<file path="src/pkg/rag_pkg.sv">
// constants and types for rom/ram address generation
package rag_pkg;
	localparam int PC_W        = 15;
	localparam int PAGE_OFS_W  = 11;
	localparam int TAB_W       = 16;
	localparam int RAM_AW      = 13;
	localparam int NIB_W       = 4;
	localparam int BANK_W      = 6;
	localparam int BANK_OFS_W  = 7;
	localparam int RPAGE_LSB   = 4;
	localparam int RPAGE_W     = 3;
	localparam int LUT_BASE_W  = 4;
	localparam logic [PC_W-1:0]   LUT_BASE  = 15'h4000;
	localparam logic [NIB_W-1:0]  REG_RESET = 4'h0;
	localparam int NUM_BANKS   = 40;
	localparam logic [BANK_W-1:0] LAST_BANK = 6'h27;
	localparam int RAM_WORDS   = 5120;
	// pc update kinds
	typedef enum logic [1:0] {
		RAG_PC_HOLD,
		RAG_PC_DIRECT,
		RAG_PC_FAR,
		RAG_PC_COND
	} rag_pc_op_t;
	// ram address modes
	typedef enum logic [1:0] {
		RAG_RAM_DIRECT,
		RAG_RAM_WORKREG,
		RAG_RAM_INDIRECT
	} rag_ram_mode_t;
	// page/bank and table address register selects
	typedef enum logic [2:0] {
		RAG_SEL_CODE_PAGE,
		RAG_SEL_RAM_PAGE,
		RAG_SEL_WR_PAGE,
		RAG_SEL_BANK_LOW,
		RAG_SEL_BANK_HIGH,
		RAG_SEL_TABLE_ADDR_NIBBLE0,
		RAG_SEL_TABLE_ADDR_NIBBLE1,
		RAG_SEL_TABLE_ADDR_NIBBLE2
	} rag_sel_t;
	localparam logic [2:0] RAG_SEL_TABLE_ADDR_NIBBLE3 = 3'h0;
endpackage : rag_pkg

</file>
<file path="src/design/rag_nibble_reg.sv">
// one 4-bit select register with enable-gated load
`timescale 1ns/1ps
`default_nettype none
module rag_nibble_reg
	import rag_pkg::*;
#(
	parameter logic [3:0] RESET_VALUE = 4'h0,
	parameter logic [3:0] WRITE_MASK  = 4'hF
) (
	// clocking
	input  wire logic       clk,
	input  wire logic       reset,
	input  wire logic       clk_en,
	// load
	input  wire logic       load,
	input  wire logic [3:0] load_data,
	// contents
	output logic      [3:0] value
);
	always_ff @(posedge clk) begin
		if (reset) begin
			value <= RESET_VALUE;
		end else if (clk_en && load) begin
			value <= load_data & WRITE_MASK;
		end
	end
endmodule : rag_nibble_reg
`default_nettype wire

</file>
<file path="src/design/rag_addr_gen.sv">
// program counter, table and data ram address generation
`timescale 1ns/1ps
`default_nettype none
// Functional notes
// - direct jump loads all fifteen pc bits from instruction address
// - far jump takes pc 14..11 from code page, 10..0 from instruction
// - conditional branch replaces only pc 10..0, staying in current page
// - table element address equals (pc word minus 4000h) times four
// - table address nibbles 0..3 supply bits 3..0 up to 15..12
// - table read fetches rom nibble and writes it to addressed ram nibble
// - data ram is 5120 nibbles in 40 banks of 128
// - indirect address is bankhi*800h + banklo*80h + page*10h + pointer
// - ram page uses bits 2..0 for eight 16-nibble pages; bit 3 reserved
// - first two banks serve as sixteen working-register pages of sixteen
// - working-register address is wr page over register number, 8 bits
// - only selected wr page acts as registers; rest stays ordinary ram
// - no logical op between memory and immediate; goes via working register
// - bank code is four low and two high bits; codes 0..39 valid
// - combined move copies ram nibble to working register and accumulator
// - wr page select is 4-bit read/write, page n maps n0h..nfh
// - rom has sixteen code pages of 2048 words, chosen by code page
module rag_addr_gen
	import rag_pkg::*;
#(
	parameter int PC_WIDTH = PC_W
) (
	// clocking
	input  wire logic                clk,
	input  wire logic                reset,
	input  wire logic                clk_en,
	// sequencer: program counter
	input  wire rag_pc_op_t          pc_op,
	input  wire logic [PC_W-1:0]     instr_addr,
	input  wire logic                pc_advance,
	// sequencer: register loads
	input  wire logic                reg_load,
	input  wire logic [2:0]          reg_sel,
	input  wire logic                reg_sel_table_addr_nibble3,
	input  wire logic [NIB_W-1:0]    reg_data,
	// sequencer: data access
	input  wire logic                ram_req,
	input  wire logic                ram_write,
	input  wire rag_ram_mode_t       ram_mode,
	input  wire logic [BANK_OFS_W-1:0] instr_ram_offset,
	input  wire logic [NIB_W-1:0]    wr_number,
	input  wire logic [NIB_W-1:0]    pointer_register_indirect,
	input  wire logic [NIB_W-1:0]    ram_wdata_in,
	input  wire logic                table_read_op,
	input  wire logic                move_to_wr_and_acc,
	// program rom
	input  wire logic [TAB_W-1:0]    rom_word,
	output logic      [PC_W-1:0]     pc,
	output logic      [PC_W-1:0]     rom_addr,
	// data ram
	input  wire logic [NIB_W-1:0]    ram_rdata,
	output logic      [RAM_AW-1:0]   ram_addr,
	output logic                     ram_we,
	output logic      [NIB_W-1:0]    ram_wdata,
	output logic                     ram_addr_valid,
	// register readback and move results
	output logic      [NIB_W-1:0]    reg_rdata,
	output logic      [NIB_W-1:0]    acc_load_data,
	output logic                     acc_load,
	output logic      [NIB_W-1:0]    wr_load_data,
	output logic                     wr_load,
	output logic      [RAM_AW-1:0]   wr_load_addr
);
	logic [NIB_W-1:0]      code_page_select;
	logic [NIB_W-1:0]      ram_page_select;
	logic [NIB_W-1:0]      workreg_page_select;
	logic [NIB_W-1:0]      bank_select_low;
	logic [NIB_W-1:0]      bank_select_high;
	logic [NIB_W-1:0]      tab_nib [4];
	logic [TAB_W-1:0]      table_addr;
	logic [PC_W-1:0]       next_pc;
	logic [BANK_W-1:0]     bank_code;
	logic [RAM_AW-1:0]     next_ram_addr;
	logic [RAM_AW-1:0]     direct_addr;
	logic [RAM_AW-1:0]     workreg_addr;
	logic [RAM_AW-1:0]     indirect_addr;
	logic [PC_W-1:0]       table_pc;
	logic [NIB_W-1:0]      table_nibble;
	logic                  bank_ok;
	logic [7:0]            load_vec;
	logic                  table_addr_nibble3_load;
	logic                  table_pending;
	logic                  move_pending;
	logic [RAM_AW-1:0]     move_wr_addr;

	// one-hot register load decode
	always_comb begin
		load_vec = 8'h00;
		if (reg_load && !reg_sel_table_addr_nibble3) begin
			load_vec[reg_sel] = 1'b1;
		end
	end
	assign table_addr_nibble3_load = reg_load && reg_sel_table_addr_nibble3 && (reg_sel == RAG_SEL_TABLE_ADDR_NIBBLE3);

	// select registers, all clear on reset
	rag_nibble_reg #(.RESET_VALUE(REG_RESET), .WRITE_MASK(4'hF)) u_code_page (
		.clk(clk), .reset(reset), .clk_en(clk_en),
		.load(load_vec[RAG_SEL_CODE_PAGE]), .load_data(reg_data), .value(code_page_select));
	rag_nibble_reg #(.RESET_VALUE(REG_RESET), .WRITE_MASK(4'h7)) u_ram_page (
		.clk(clk), .reset(reset), .clk_en(clk_en),
		.load(load_vec[RAG_SEL_RAM_PAGE]), .load_data(reg_data), .value(ram_page_select));
	rag_nibble_reg #(.RESET_VALUE(REG_RESET), .WRITE_MASK(4'hF)) u_wr_page (
		.clk(clk), .reset(reset), .clk_en(clk_en),
		.load(load_vec[RAG_SEL_WR_PAGE]), .load_data(reg_data), .value(workreg_page_select));
	rag_nibble_reg #(.RESET_VALUE(REG_RESET), .WRITE_MASK(4'hF)) u_bank_low (
		.clk(clk), .reset(reset), .clk_en(clk_en),
		.load(load_vec[RAG_SEL_BANK_LOW]), .load_data(reg_data), .value(bank_select_low));
	rag_nibble_reg #(.RESET_VALUE(REG_RESET), .WRITE_MASK(4'h3)) u_bank_high (
		.clk(clk), .reset(reset), .clk_en(clk_en),
		.load(load_vec[RAG_SEL_BANK_HIGH]), .load_data(reg_data), .value(bank_select_high));
	rag_nibble_reg #(.RESET_VALUE(REG_RESET), .WRITE_MASK(4'hF)) u_table_addr_nibble0 (
		.clk(clk), .reset(reset), .clk_en(clk_en),
		.load(load_vec[RAG_SEL_TABLE_ADDR_NIBBLE0]), .load_data(reg_data), .value(tab_nib[0]));
	rag_nibble_reg #(.RESET_VALUE(REG_RESET), .WRITE_MASK(4'hF)) u_table_addr_nibble1 (
		.clk(clk), .reset(reset), .clk_en(clk_en),
		.load(load_vec[RAG_SEL_TABLE_ADDR_NIBBLE1]), .load_data(reg_data), .value(tab_nib[1]));
	rag_nibble_reg #(.RESET_VALUE(REG_RESET), .WRITE_MASK(4'hF)) u_table_addr_nibble2 (
		.clk(clk), .reset(reset), .clk_en(clk_en),
		.load(load_vec[RAG_SEL_TABLE_ADDR_NIBBLE2]), .load_data(reg_data), .value(tab_nib[2]));
	rag_nibble_reg #(.RESET_VALUE(REG_RESET), .WRITE_MASK(4'hF)) u_table_addr_nibble3 (
		.clk(clk), .reset(reset), .clk_en(clk_en),
		.load(table_addr_nibble3_load), .load_data(reg_data), .value(tab_nib[3]));

	// table address assembly and rom word location
	assign table_addr = {tab_nib[3], tab_nib[2], tab_nib[1], tab_nib[0]};
	assign table_pc   = LUT_BASE + {1'b0, table_addr[TAB_W-1:2]};
	always_comb begin
		case (table_addr[1:0])
			2'h0:    table_nibble = rom_word[3:0];
			2'h1:    table_nibble = rom_word[7:4];
			2'h2:    table_nibble = rom_word[11:8];
			default: table_nibble = rom_word[15:12];
		endcase
	end

	// program counter formation
	always_comb begin
		next_pc = pc;
		case (pc_op)
			RAG_PC_DIRECT: next_pc = instr_addr;
			RAG_PC_FAR:    next_pc = {code_page_select, instr_addr[PAGE_OFS_W-1:0]};
			RAG_PC_COND:   next_pc = {pc[PC_W-1:PAGE_OFS_W], instr_addr[PAGE_OFS_W-1:0]};
			default: begin
				if (pc_advance) begin
					next_pc = pc + 15'h0001;
				end
			end
		endcase
	end

	always_ff @(posedge clk) begin
		if (reset) begin
			pc <= 15'h0000;
		end else if (clk_en) begin
			pc <= next_pc;
		end
	end

	// rom address: table word during table read, otherwise fetch address
	always_ff @(posedge clk) begin
		if (reset) begin
			rom_addr <= 15'h0000;
		end else if (clk_en) begin
			rom_addr <= table_read_op ? table_pc : next_pc;
		end
	end

	// data ram address modes
	assign bank_code     = {bank_select_high[1:0], bank_select_low};
	assign bank_ok       = (bank_code <= LAST_BANK);
	assign direct_addr   = {bank_code, instr_ram_offset};
	assign workreg_addr  = {5'h00, workreg_page_select, wr_number};
	assign indirect_addr = {bank_code, ram_page_select[RPAGE_W-1:0], pointer_register_indirect};
	always_comb begin
		next_ram_addr = direct_addr;
		if (ram_mode == RAG_RAM_WORKREG) begin
			next_ram_addr = workreg_addr;
		end else if (ram_mode == RAG_RAM_INDIRECT) begin
			next_ram_addr = indirect_addr;
		end
	end

	// ram strobe; table read writes the fetched nibble next cycle
	always_ff @(posedge clk) begin
		if (reset) begin
			ram_addr       <= 13'h0000;
			ram_we         <= 1'b0;
			ram_wdata      <= 4'h0;
			ram_addr_valid <= 1'b0;
			table_pending  <= 1'b0;
		end else if (clk_en) begin
			table_pending <= ram_req && table_read_op;
			if (table_pending) begin
				// table write obeys the same bank check as the request
				ram_we    <= ram_addr_valid;
				ram_wdata <= table_nibble;
			end else if (ram_req && !table_read_op) begin
				ram_addr       <= next_ram_addr;
				ram_addr_valid <= (ram_mode == RAG_RAM_WORKREG) || bank_ok;
				ram_we         <= ram_write && ((ram_mode == RAG_RAM_WORKREG) || bank_ok);
				ram_wdata      <= ram_wdata_in;
			end else if (ram_req) begin
				ram_addr       <= next_ram_addr;
				ram_addr_valid <= (ram_mode == RAG_RAM_WORKREG) || bank_ok;
				ram_we         <= 1'b0;
			end else begin
				ram_we         <= 1'b0;
				ram_addr_valid <= 1'b0;
			end
		end
	end

	// combined move: ram nibble to working register and accumulator
	always_ff @(posedge clk) begin
		if (reset) begin
			move_pending  <= 1'b0;
			move_wr_addr  <= 13'h0000;
			acc_load      <= 1'b0;
			wr_load       <= 1'b0;
			acc_load_data <= 4'h0;
			wr_load_data  <= 4'h0;
			wr_load_addr  <= 13'h0000;
		end else if (clk_en) begin
			move_pending <= ram_req && move_to_wr_and_acc && !ram_write;
			if (ram_req && move_to_wr_and_acc) begin
				move_wr_addr <= workreg_addr;
			end
			acc_load <= move_pending;
			wr_load  <= move_pending;
			if (move_pending) begin
				acc_load_data <= ram_rdata;
				wr_load_data  <= ram_rdata;
				wr_load_addr  <= move_wr_addr;
			end
		end
	end

	// register readback for move-from-register instructions
	always_ff @(posedge clk) begin
		if (reset) begin
			reg_rdata <= 4'h0;
		end else if (clk_en) begin
			if (reg_sel_table_addr_nibble3) begin
				reg_rdata <= tab_nib[3];
			end else if (reg_sel == RAG_SEL_CODE_PAGE) begin
				reg_rdata <= code_page_select;
			end else if (reg_sel == RAG_SEL_RAM_PAGE) begin
				reg_rdata <= ram_page_select;
			end else if (reg_sel == RAG_SEL_WR_PAGE) begin
				reg_rdata <= workreg_page_select;
			end else if (reg_sel == RAG_SEL_BANK_LOW) begin
				reg_rdata <= bank_select_low;
			end else if (reg_sel == RAG_SEL_BANK_HIGH) begin
				reg_rdata <= bank_select_high;
			end else if (reg_sel == RAG_SEL_TABLE_ADDR_NIBBLE0) begin
				reg_rdata <= tab_nib[0];
			end else if (reg_sel == RAG_SEL_TABLE_ADDR_NIBBLE1) begin
				reg_rdata <= tab_nib[1];
			end else begin
				reg_rdata <= tab_nib[2];
			end
		end
	end
endmodule : rag_addr_gen
`default_nettype wire

</file>
<file path="config.mk">
export PLATFORM = sky130hd
export DESIGN_NAME = rag_addr_gen
export DESIGN_NICKNAME = d
export VERILOG_FILES = /design/src/pkg/rag_pkg.sv /design/src/design/rag_nibble_reg.sv /design/src/design/rag_addr_gen.sv
export SDC_FILE = /design/constraint.sdc
export NUM_CORES = 1
export LEC_CHECK = 0
export ABC_AREA = 1
export BUFFER_PORTS_ARGS = -buffer_cell sky130_fd_sc_hd__buf_2
export CORE_AREA = 2 2 112 114
export DETAILED_ROUTE_END_ITERATION = 6
export DIE_AREA = 0 0 114 116
export PLACE_DENSITY_LB_ADDON = 0.3
export SYNTH_ARGS = -nofsm -noshare
export SYNTH_HDL_FRONTEND = slang
export SYNTH_SLANG_ARGS = --single-unit
</file>
<file path="constraint.sdc">
create_clock -name clk -period 1.42 [get_ports clk]
set_clock_uncertainty 0.15 [all_clocks]
set_input_delay 0.213 -clock clk [delete_from_list [all_inputs] [get_ports clk]]
set_output_delay 0.213 -clock clk [all_outputs]
set_load 0.02 [all_outputs]
</file>
== Word level (Yosys, flattened, before mapping) ==
Cells that the tools add are included.

* Flip-flop bits (word level): 109
* Bits of input ports: 75
* Logic and storage cells: 97

* Add/subtract/negate cells: 2
* Order comparisons: 3
* Equal/unequal tests: 13
* Muxes and demuxes: 25
* Bitwise gates (word level): 1
* Reduce and logical (&&, ||, !) cells: 31

{| class="wikitable"
|+ Operators by type and width
! cell !! count
|-
| 15-bit one-hot mux with 3 select lines || 1
|-
| 4-bit two-way mux || 10
|-
| 13-bit two-way mux || 3
|-
| 15-bit two-way mux || 2
|-
| 1-bit logical AND || 18
|-
| 15-bit by 1-bit adder with 15-bit output (second input constant) || 1
|-
| 15-bit by 14-bit adder with 15-bit output (first input constant) || 1
|-
| 4-bit one-hot mux with 3 select lines || 1
|-
| 3-bit == test (second input constant) || 3
|-
| 2-bit == test (second input constant) || 4
|-
| 8-bit two-way mux || 1
|-
| 2-bit AND reduction || 4
|-
| 7-bit two-way mux || 1
|-
| 2-bit by 1-bit == test with 1-bit output (second input constant) || 3
|-
| 3-bit by 2-bit == test with 1-bit output (second input constant) || 2
|-
| 6-bit less-or-equal comparator (second input constant) || 1
|-
| 1-bit two-way mux || 5
|-
| 3-bit by 4-bit less-than comparator with 1-bit output (second input constant) || 1
|-
| 2-bit nonzero test || 2
|-
| 1-bit demux with 3-bit select || 1
|-
| 3-bit by 1-bit == test with 1-bit output (second input constant) || 1
|-
| 3-bit by 1-bit greater-or-equal comparator with 1-bit output (second input constant) || 1
|-
| 1-bit logical NOT || 3
|-
| 3-bit logical NOT || 1
|-
| other kinds (4) || 4
|}

== Depth between registers and ports, before layout ==
* Depth in word-level cells: 9
* Mapped depth: 12
* Depth with buffers taken out: 12

== By module ==
Synthesis repeated with hierarchy kept, for this count alone.

* Cell total of the unflattened synthesis: 858
* Area, all modules: 5574.1 sq um

{| class="wikitable"
|+ Modules (own cells, without submodules)
! module !! instances !! cells each !! area each (sq um) !! sequential area each (sq um)
|-
| rag_addr_gen || 1 || 637 || 4174.0 || 1521.5
|-
| rag_nibble_reg (u_bank_low ...) || 7 || 26 || 165.2 || 80.1
|-
| rag_nibble_reg (u_ram_page) || 1 || 22 || 137.6 || 60.1
|-
| rag_nibble_reg (u_bank_high) || 1 || 17 || 106.4 || 40.0
|}

== Worst setup path before layout ==
OpenSTA, ideal clock, no wires.

* Path kind: reg2reg
* From: register pc[1]
* To: register pc[12]
* Library setup time: 116 ps
* Data arrival time: 1452 ps
* Setup slack: -297 ps
* Cell stages (with the launch flop): 11
* Path buffers: 0
* Path through: dfxtp_1 -> ha_1 -> nand3_1 -> nor2_2 -> nand4_1 -> nand2_1 -> nand2_1 -> nand2_1 -> nand2_1 -> o21ai_0 -> inv_1

* Longest elaborated chain between the ends: 3

{| class="wikitable"
|+ RTL lines
! element !! line !! RTL
|-
| start, declared || rag_addr_gen.sv:52 || <nowiki>output logic [PC_W-1:0] pc,</nowiki>
|-
| start signal, assigned || rag_addr_gen.sv:159 || <nowiki>pc <= next_pc;</nowiki>
|-
| 15-bit by 1-bit adder with 15-bit output || rag_addr_gen.sv:149 || <nowiki>next_pc = pc + 15'h0001;</nowiki>
|-
| 15-bit two-way mux || rag_addr_gen.sv:148 || <nowiki>if (pc_advance) begin</nowiki>
|-
| 15-bit one-hot mux with 3 select lines || rag_addr_gen.sv:143 || <nowiki>case (pc_op)</nowiki>
|}

Every way passes these cells.
A chain may end at the register's enable or synchronous reset.

== Final worst setup path ==
* From: register pc[1]
* To: register rom_addr[12]

* Longest elaborated chain between the ends: 4

{| class="wikitable"
|+ RTL lines
! element !! line !! RTL
|-
| 15-bit by 1-bit adder with 15-bit output || rag_addr_gen.sv:149 ||
|-
| 15-bit two-way mux || rag_addr_gen.sv:148 ||
|-
| 15-bit one-hot mux with 3 select lines || rag_addr_gen.sv:143 ||
|-
| 15-bit two-way mux || rag_addr_gen.sv:168 || <nowiki>rom_addr <= table_read_op ? table_pc : next_pc;</nowiki>
|-
| end signal, assigned || rag_addr_gen.sv:168 ||
|-
| end, declared || rag_addr_gen.sv:53 || <nowiki>output logic [PC_W-1:0] rom_addr,</nowiki>
|}

Every way passes these cells.

==> qor.yml <==
grt_pass1_wl_um: 24200
antenna_cells: 0
startpoint_type: "flop"
drt-total-wl_um: 15600
period_share: 1.15
setup_viol: 24
drive_gt1_frac: 0.293
status: "finished, violations left"
power_mw: 6.80
die_w_um: 114
yosys-top-cells-area: "dfxtp_1 (41%), nand2_1 (11%), o21ai_0 (9.3%)"
powerDensity_mw_per_mm2: 948
ir_drop_mv: 0.509
slowest_delay_ns: 0.39
coreArea_mm2: 0.0119
dp_cells: 1112
cap_violations: 0
synth-main-ff-cell: "dfxtp_1"
die_h_um: 116
synth_cells: 792
post-route-drc-count: 0
synth_warnings: 0
fp-row-count: 40
drtIter0Drc: 416
hold_slack_ns: 0.0136
fmax_mhz: 613
ios: 151
ant_nets: 0
worstSkewPairLatency_ns: 0.35
clock_sinks: 109
dp_hpwl_um: 11500
post-route-min-period_ns: 1.63
synthDominantCellAreaShare: 0.412
rsz0062_at_grt: "yes"
dieArea_mm2: 0.0132
synth-seq-cells: 109
cp-end-kind: "flop"
hold_viol: 0
dr.pass1.iters: 5
grt_max_degree: 46
arrival_ns: 1.71
slew_viol_final: 0
synth-edff-count: 0
hold_class: "in -> reg"
grt_pass1_vias: 5004
clockRootBuffer: "clkbuf_16"
yosysSeqAreaShare: 0.412
synth.cell_area_mm2: 0.00530
grt_use_total: 0.227
fin_area_mm2: 0.00717
final_cell_count_no_fill: 1142
p_leak_nw: 3.39
placed_cell_area_mm2: 0.00663
async_reset_ff_frac: 0
timing.final.ws_setup_ns: -0.210
start_util: 0.445
gp_congestion: 0.945
syn2layout_area_growth_pct: 35.3
violations: "negative setup slack"
io_buffers: 145
cts_max_path_buffers: 2
yosys.area.top_type: "dfxtp_1"
worst-path-buf-inv: 0
path_cells: "ha_4, nand3_4, nor2_4, nand4_1, nand2_1, nand2_1, nand2_2, nand2_2, a21oi_2, nor2_1"
tritoncts: "built"
cp_top_family: "simple AND/OR/NAND/NOR gates"
path_clk_slew_ns: 0.07
cts_buffers: 9
nNetsFinal: 1066
routed_via_density: 5.07
num_vias: 5786
overflow: 0
antenna_found_initial: 0
criticalPathCategory: "reg -> reg"
ctsHtreeMaxLevel: 3
ys_types: 31
worst-path-max-fanout: 5
cp.required_ns: 1.50
wire_per_inst_um: 13.6
avgSynthCellArea_um2: 6.69
crit_slowest_cell: "dfxtp_4"
-- power breakdown --
part           internal [mW]  total [mW]  switching [mW]  leakage, nW
clock network           1.29        2.41            1.13        0.132
logic                  0.459        1.14           0.679         2.36
registers               3.17        3.24          0.0762        0.892
-- state kept, by name (all words and copies together) (netlist names), 2 cells and up --
| signal | count |
|---|---|
| u_ram_page.value | 3 |
| move_wr_addr | 8 |
| u_table_addr_nibble3.value | 4 |
| rom_addr | 15 |
| u_wr_page.value | 4 |
| u_bank_high.value | 2 |
| u_code_page.value | 4 |
| ram_wdata | 4 |
| pc | 15 |
| reg_rdata | 4 |
| u_table_addr_nibble2.value | 4 |
| wr_load_addr | 8 |
| u_table_addr_nibble0.value | 4 |
| u_table_addr_nibble1.value | 4 |
| ram_addr | 13 |
| wr_load_data | 4 |
| u_bank_low.value | 4 |
-- worst min-delay path, cell delays in order --
cell and delay, ns:
buf_2 0.11, nand3_1 0.08, a21oi_1 0.06
-- synth_stat cells (6+ instances only) --
cell / instances
nor2_2: 8
inv_1: 92
buf_4: 12
o21ai_1: 7
nor2_1: 89
nand3_1: 39
buf_2: 11
o211ai_1: 8
nand4_1: 6
nand2_1: 162
clkbuf_1: 20
o21ai_0: 98
a31oi_1: 15
o22ai_1: 7
dfxtp_1: 109
a21oi_1: 85
-- worst paths after layout --
kind                                 startpoint              end  slack [ns]  depth (start not counted)
worst max-delay path                      pc[1]     rom_addr[12]       -0.21                         10
worst min-delay path                    ram_req    table_pending        0.01                          3
worst max register to register            pc[1]     rom_addr[12]       -0.21                         10
worst min register to register  move_wr_addr[0]  wr_load_addr[0]        0.31                          2
-- kinds of logic (layout without fill, tap and decap cells) --
| logic type | after synthesis | count (layout) | synth area share |
|---|---|---|---|
| adders and majority gates | 1 | 1 | 0.00236 |
| xor gates and xnor gates | 3 | 3 | 0.00496 |
| DFF | 109 | 109 | 0.412 |
| AOI/OAI and AO/OA | 224 | 224 | 0.223 |
| buffers and inverters | 140 | 339 | 0.110 |
| and+or+nand+nor | 314 | 314 | 0.248 |
| other | 1 | 5 | 0.000707 |
-- layer usage --
layer | vias up | wire length (µm) | track usage
met4 | 0 | 225 | 0.0715
li1 | 2974 | - | -
met1 | 2593 | 7270 | 0.308
met3 | 20 | 827 | 0.0230
met5 | - | 0 | 0
met2 | 199 | 7250 | 0.383
-- through the flow --
stage	utilization	setup slack, ns	TNS [ns]
2_1_floorplan	-	-0.118	-0.478
3_3_place_gp	0.557	-0.208	-3.03
3_5_place_dp	0.557	-0.205	-3.68
4_1_cts	0.589	-0.162	-2.01
5_1_grt	0.602	-0.339	-5.86
6_report	0.602	-0.210	-2.86
-- layout by cell type, fill, tap and decap left out, types with 6 or more instances in the layout --
master | Yosys | routed
nor2_1 | 89 | 86
o22ai_1 | 7 | 7
clkbuf_16 | 0 | 9
nand2_1 | 162 | 153
nor2_2 | 8 | 6
dfxtp_2 | 0 | 6
dlygate4sd3_1 | 0 | 7
nand2_2 | 1 | 9
o21ai_0 | 98 | 88
buf_4 | 12 | 68
a31oi_1 | 15 | 15
o211ai_1 | 8 | 8
nand4_1 | 6 | 6
nand3_1 | 39 | 36
buf_12 | 0 | 6
inv_1 | 92 | 91
a21oi_1 | 85 | 81
dfxtp_1 | 109 | 100
o21ai_1 | 7 | 10
buf_2 | 11 | 145
o21ai_2 | 0 | 7
nor2_4 | 2 | 7
-- cell type report --
class | instances | area (µm²)
multi-input combinational | 547 | 2700
clock inverter | 3 | 20.0
clock buffer | 13 | 260
fill | 1151 | 4740
inverter | 95 | 357
sequential | 109 | 2200
timing repair buffer | 228 | 1450
tap | 147 | 184
-- what timing repair did --
item | CTS | global route
endpoints found under the hold margin | 7 | 0
setup endpoints to repair | 23 | 31
setup buffers | 2 | 5
resized for setup | 10 | 35
hold buffers | 7 | 0
pin swaps | 4 | 23
Note: power is estimated with default switching activity, not from simulation.
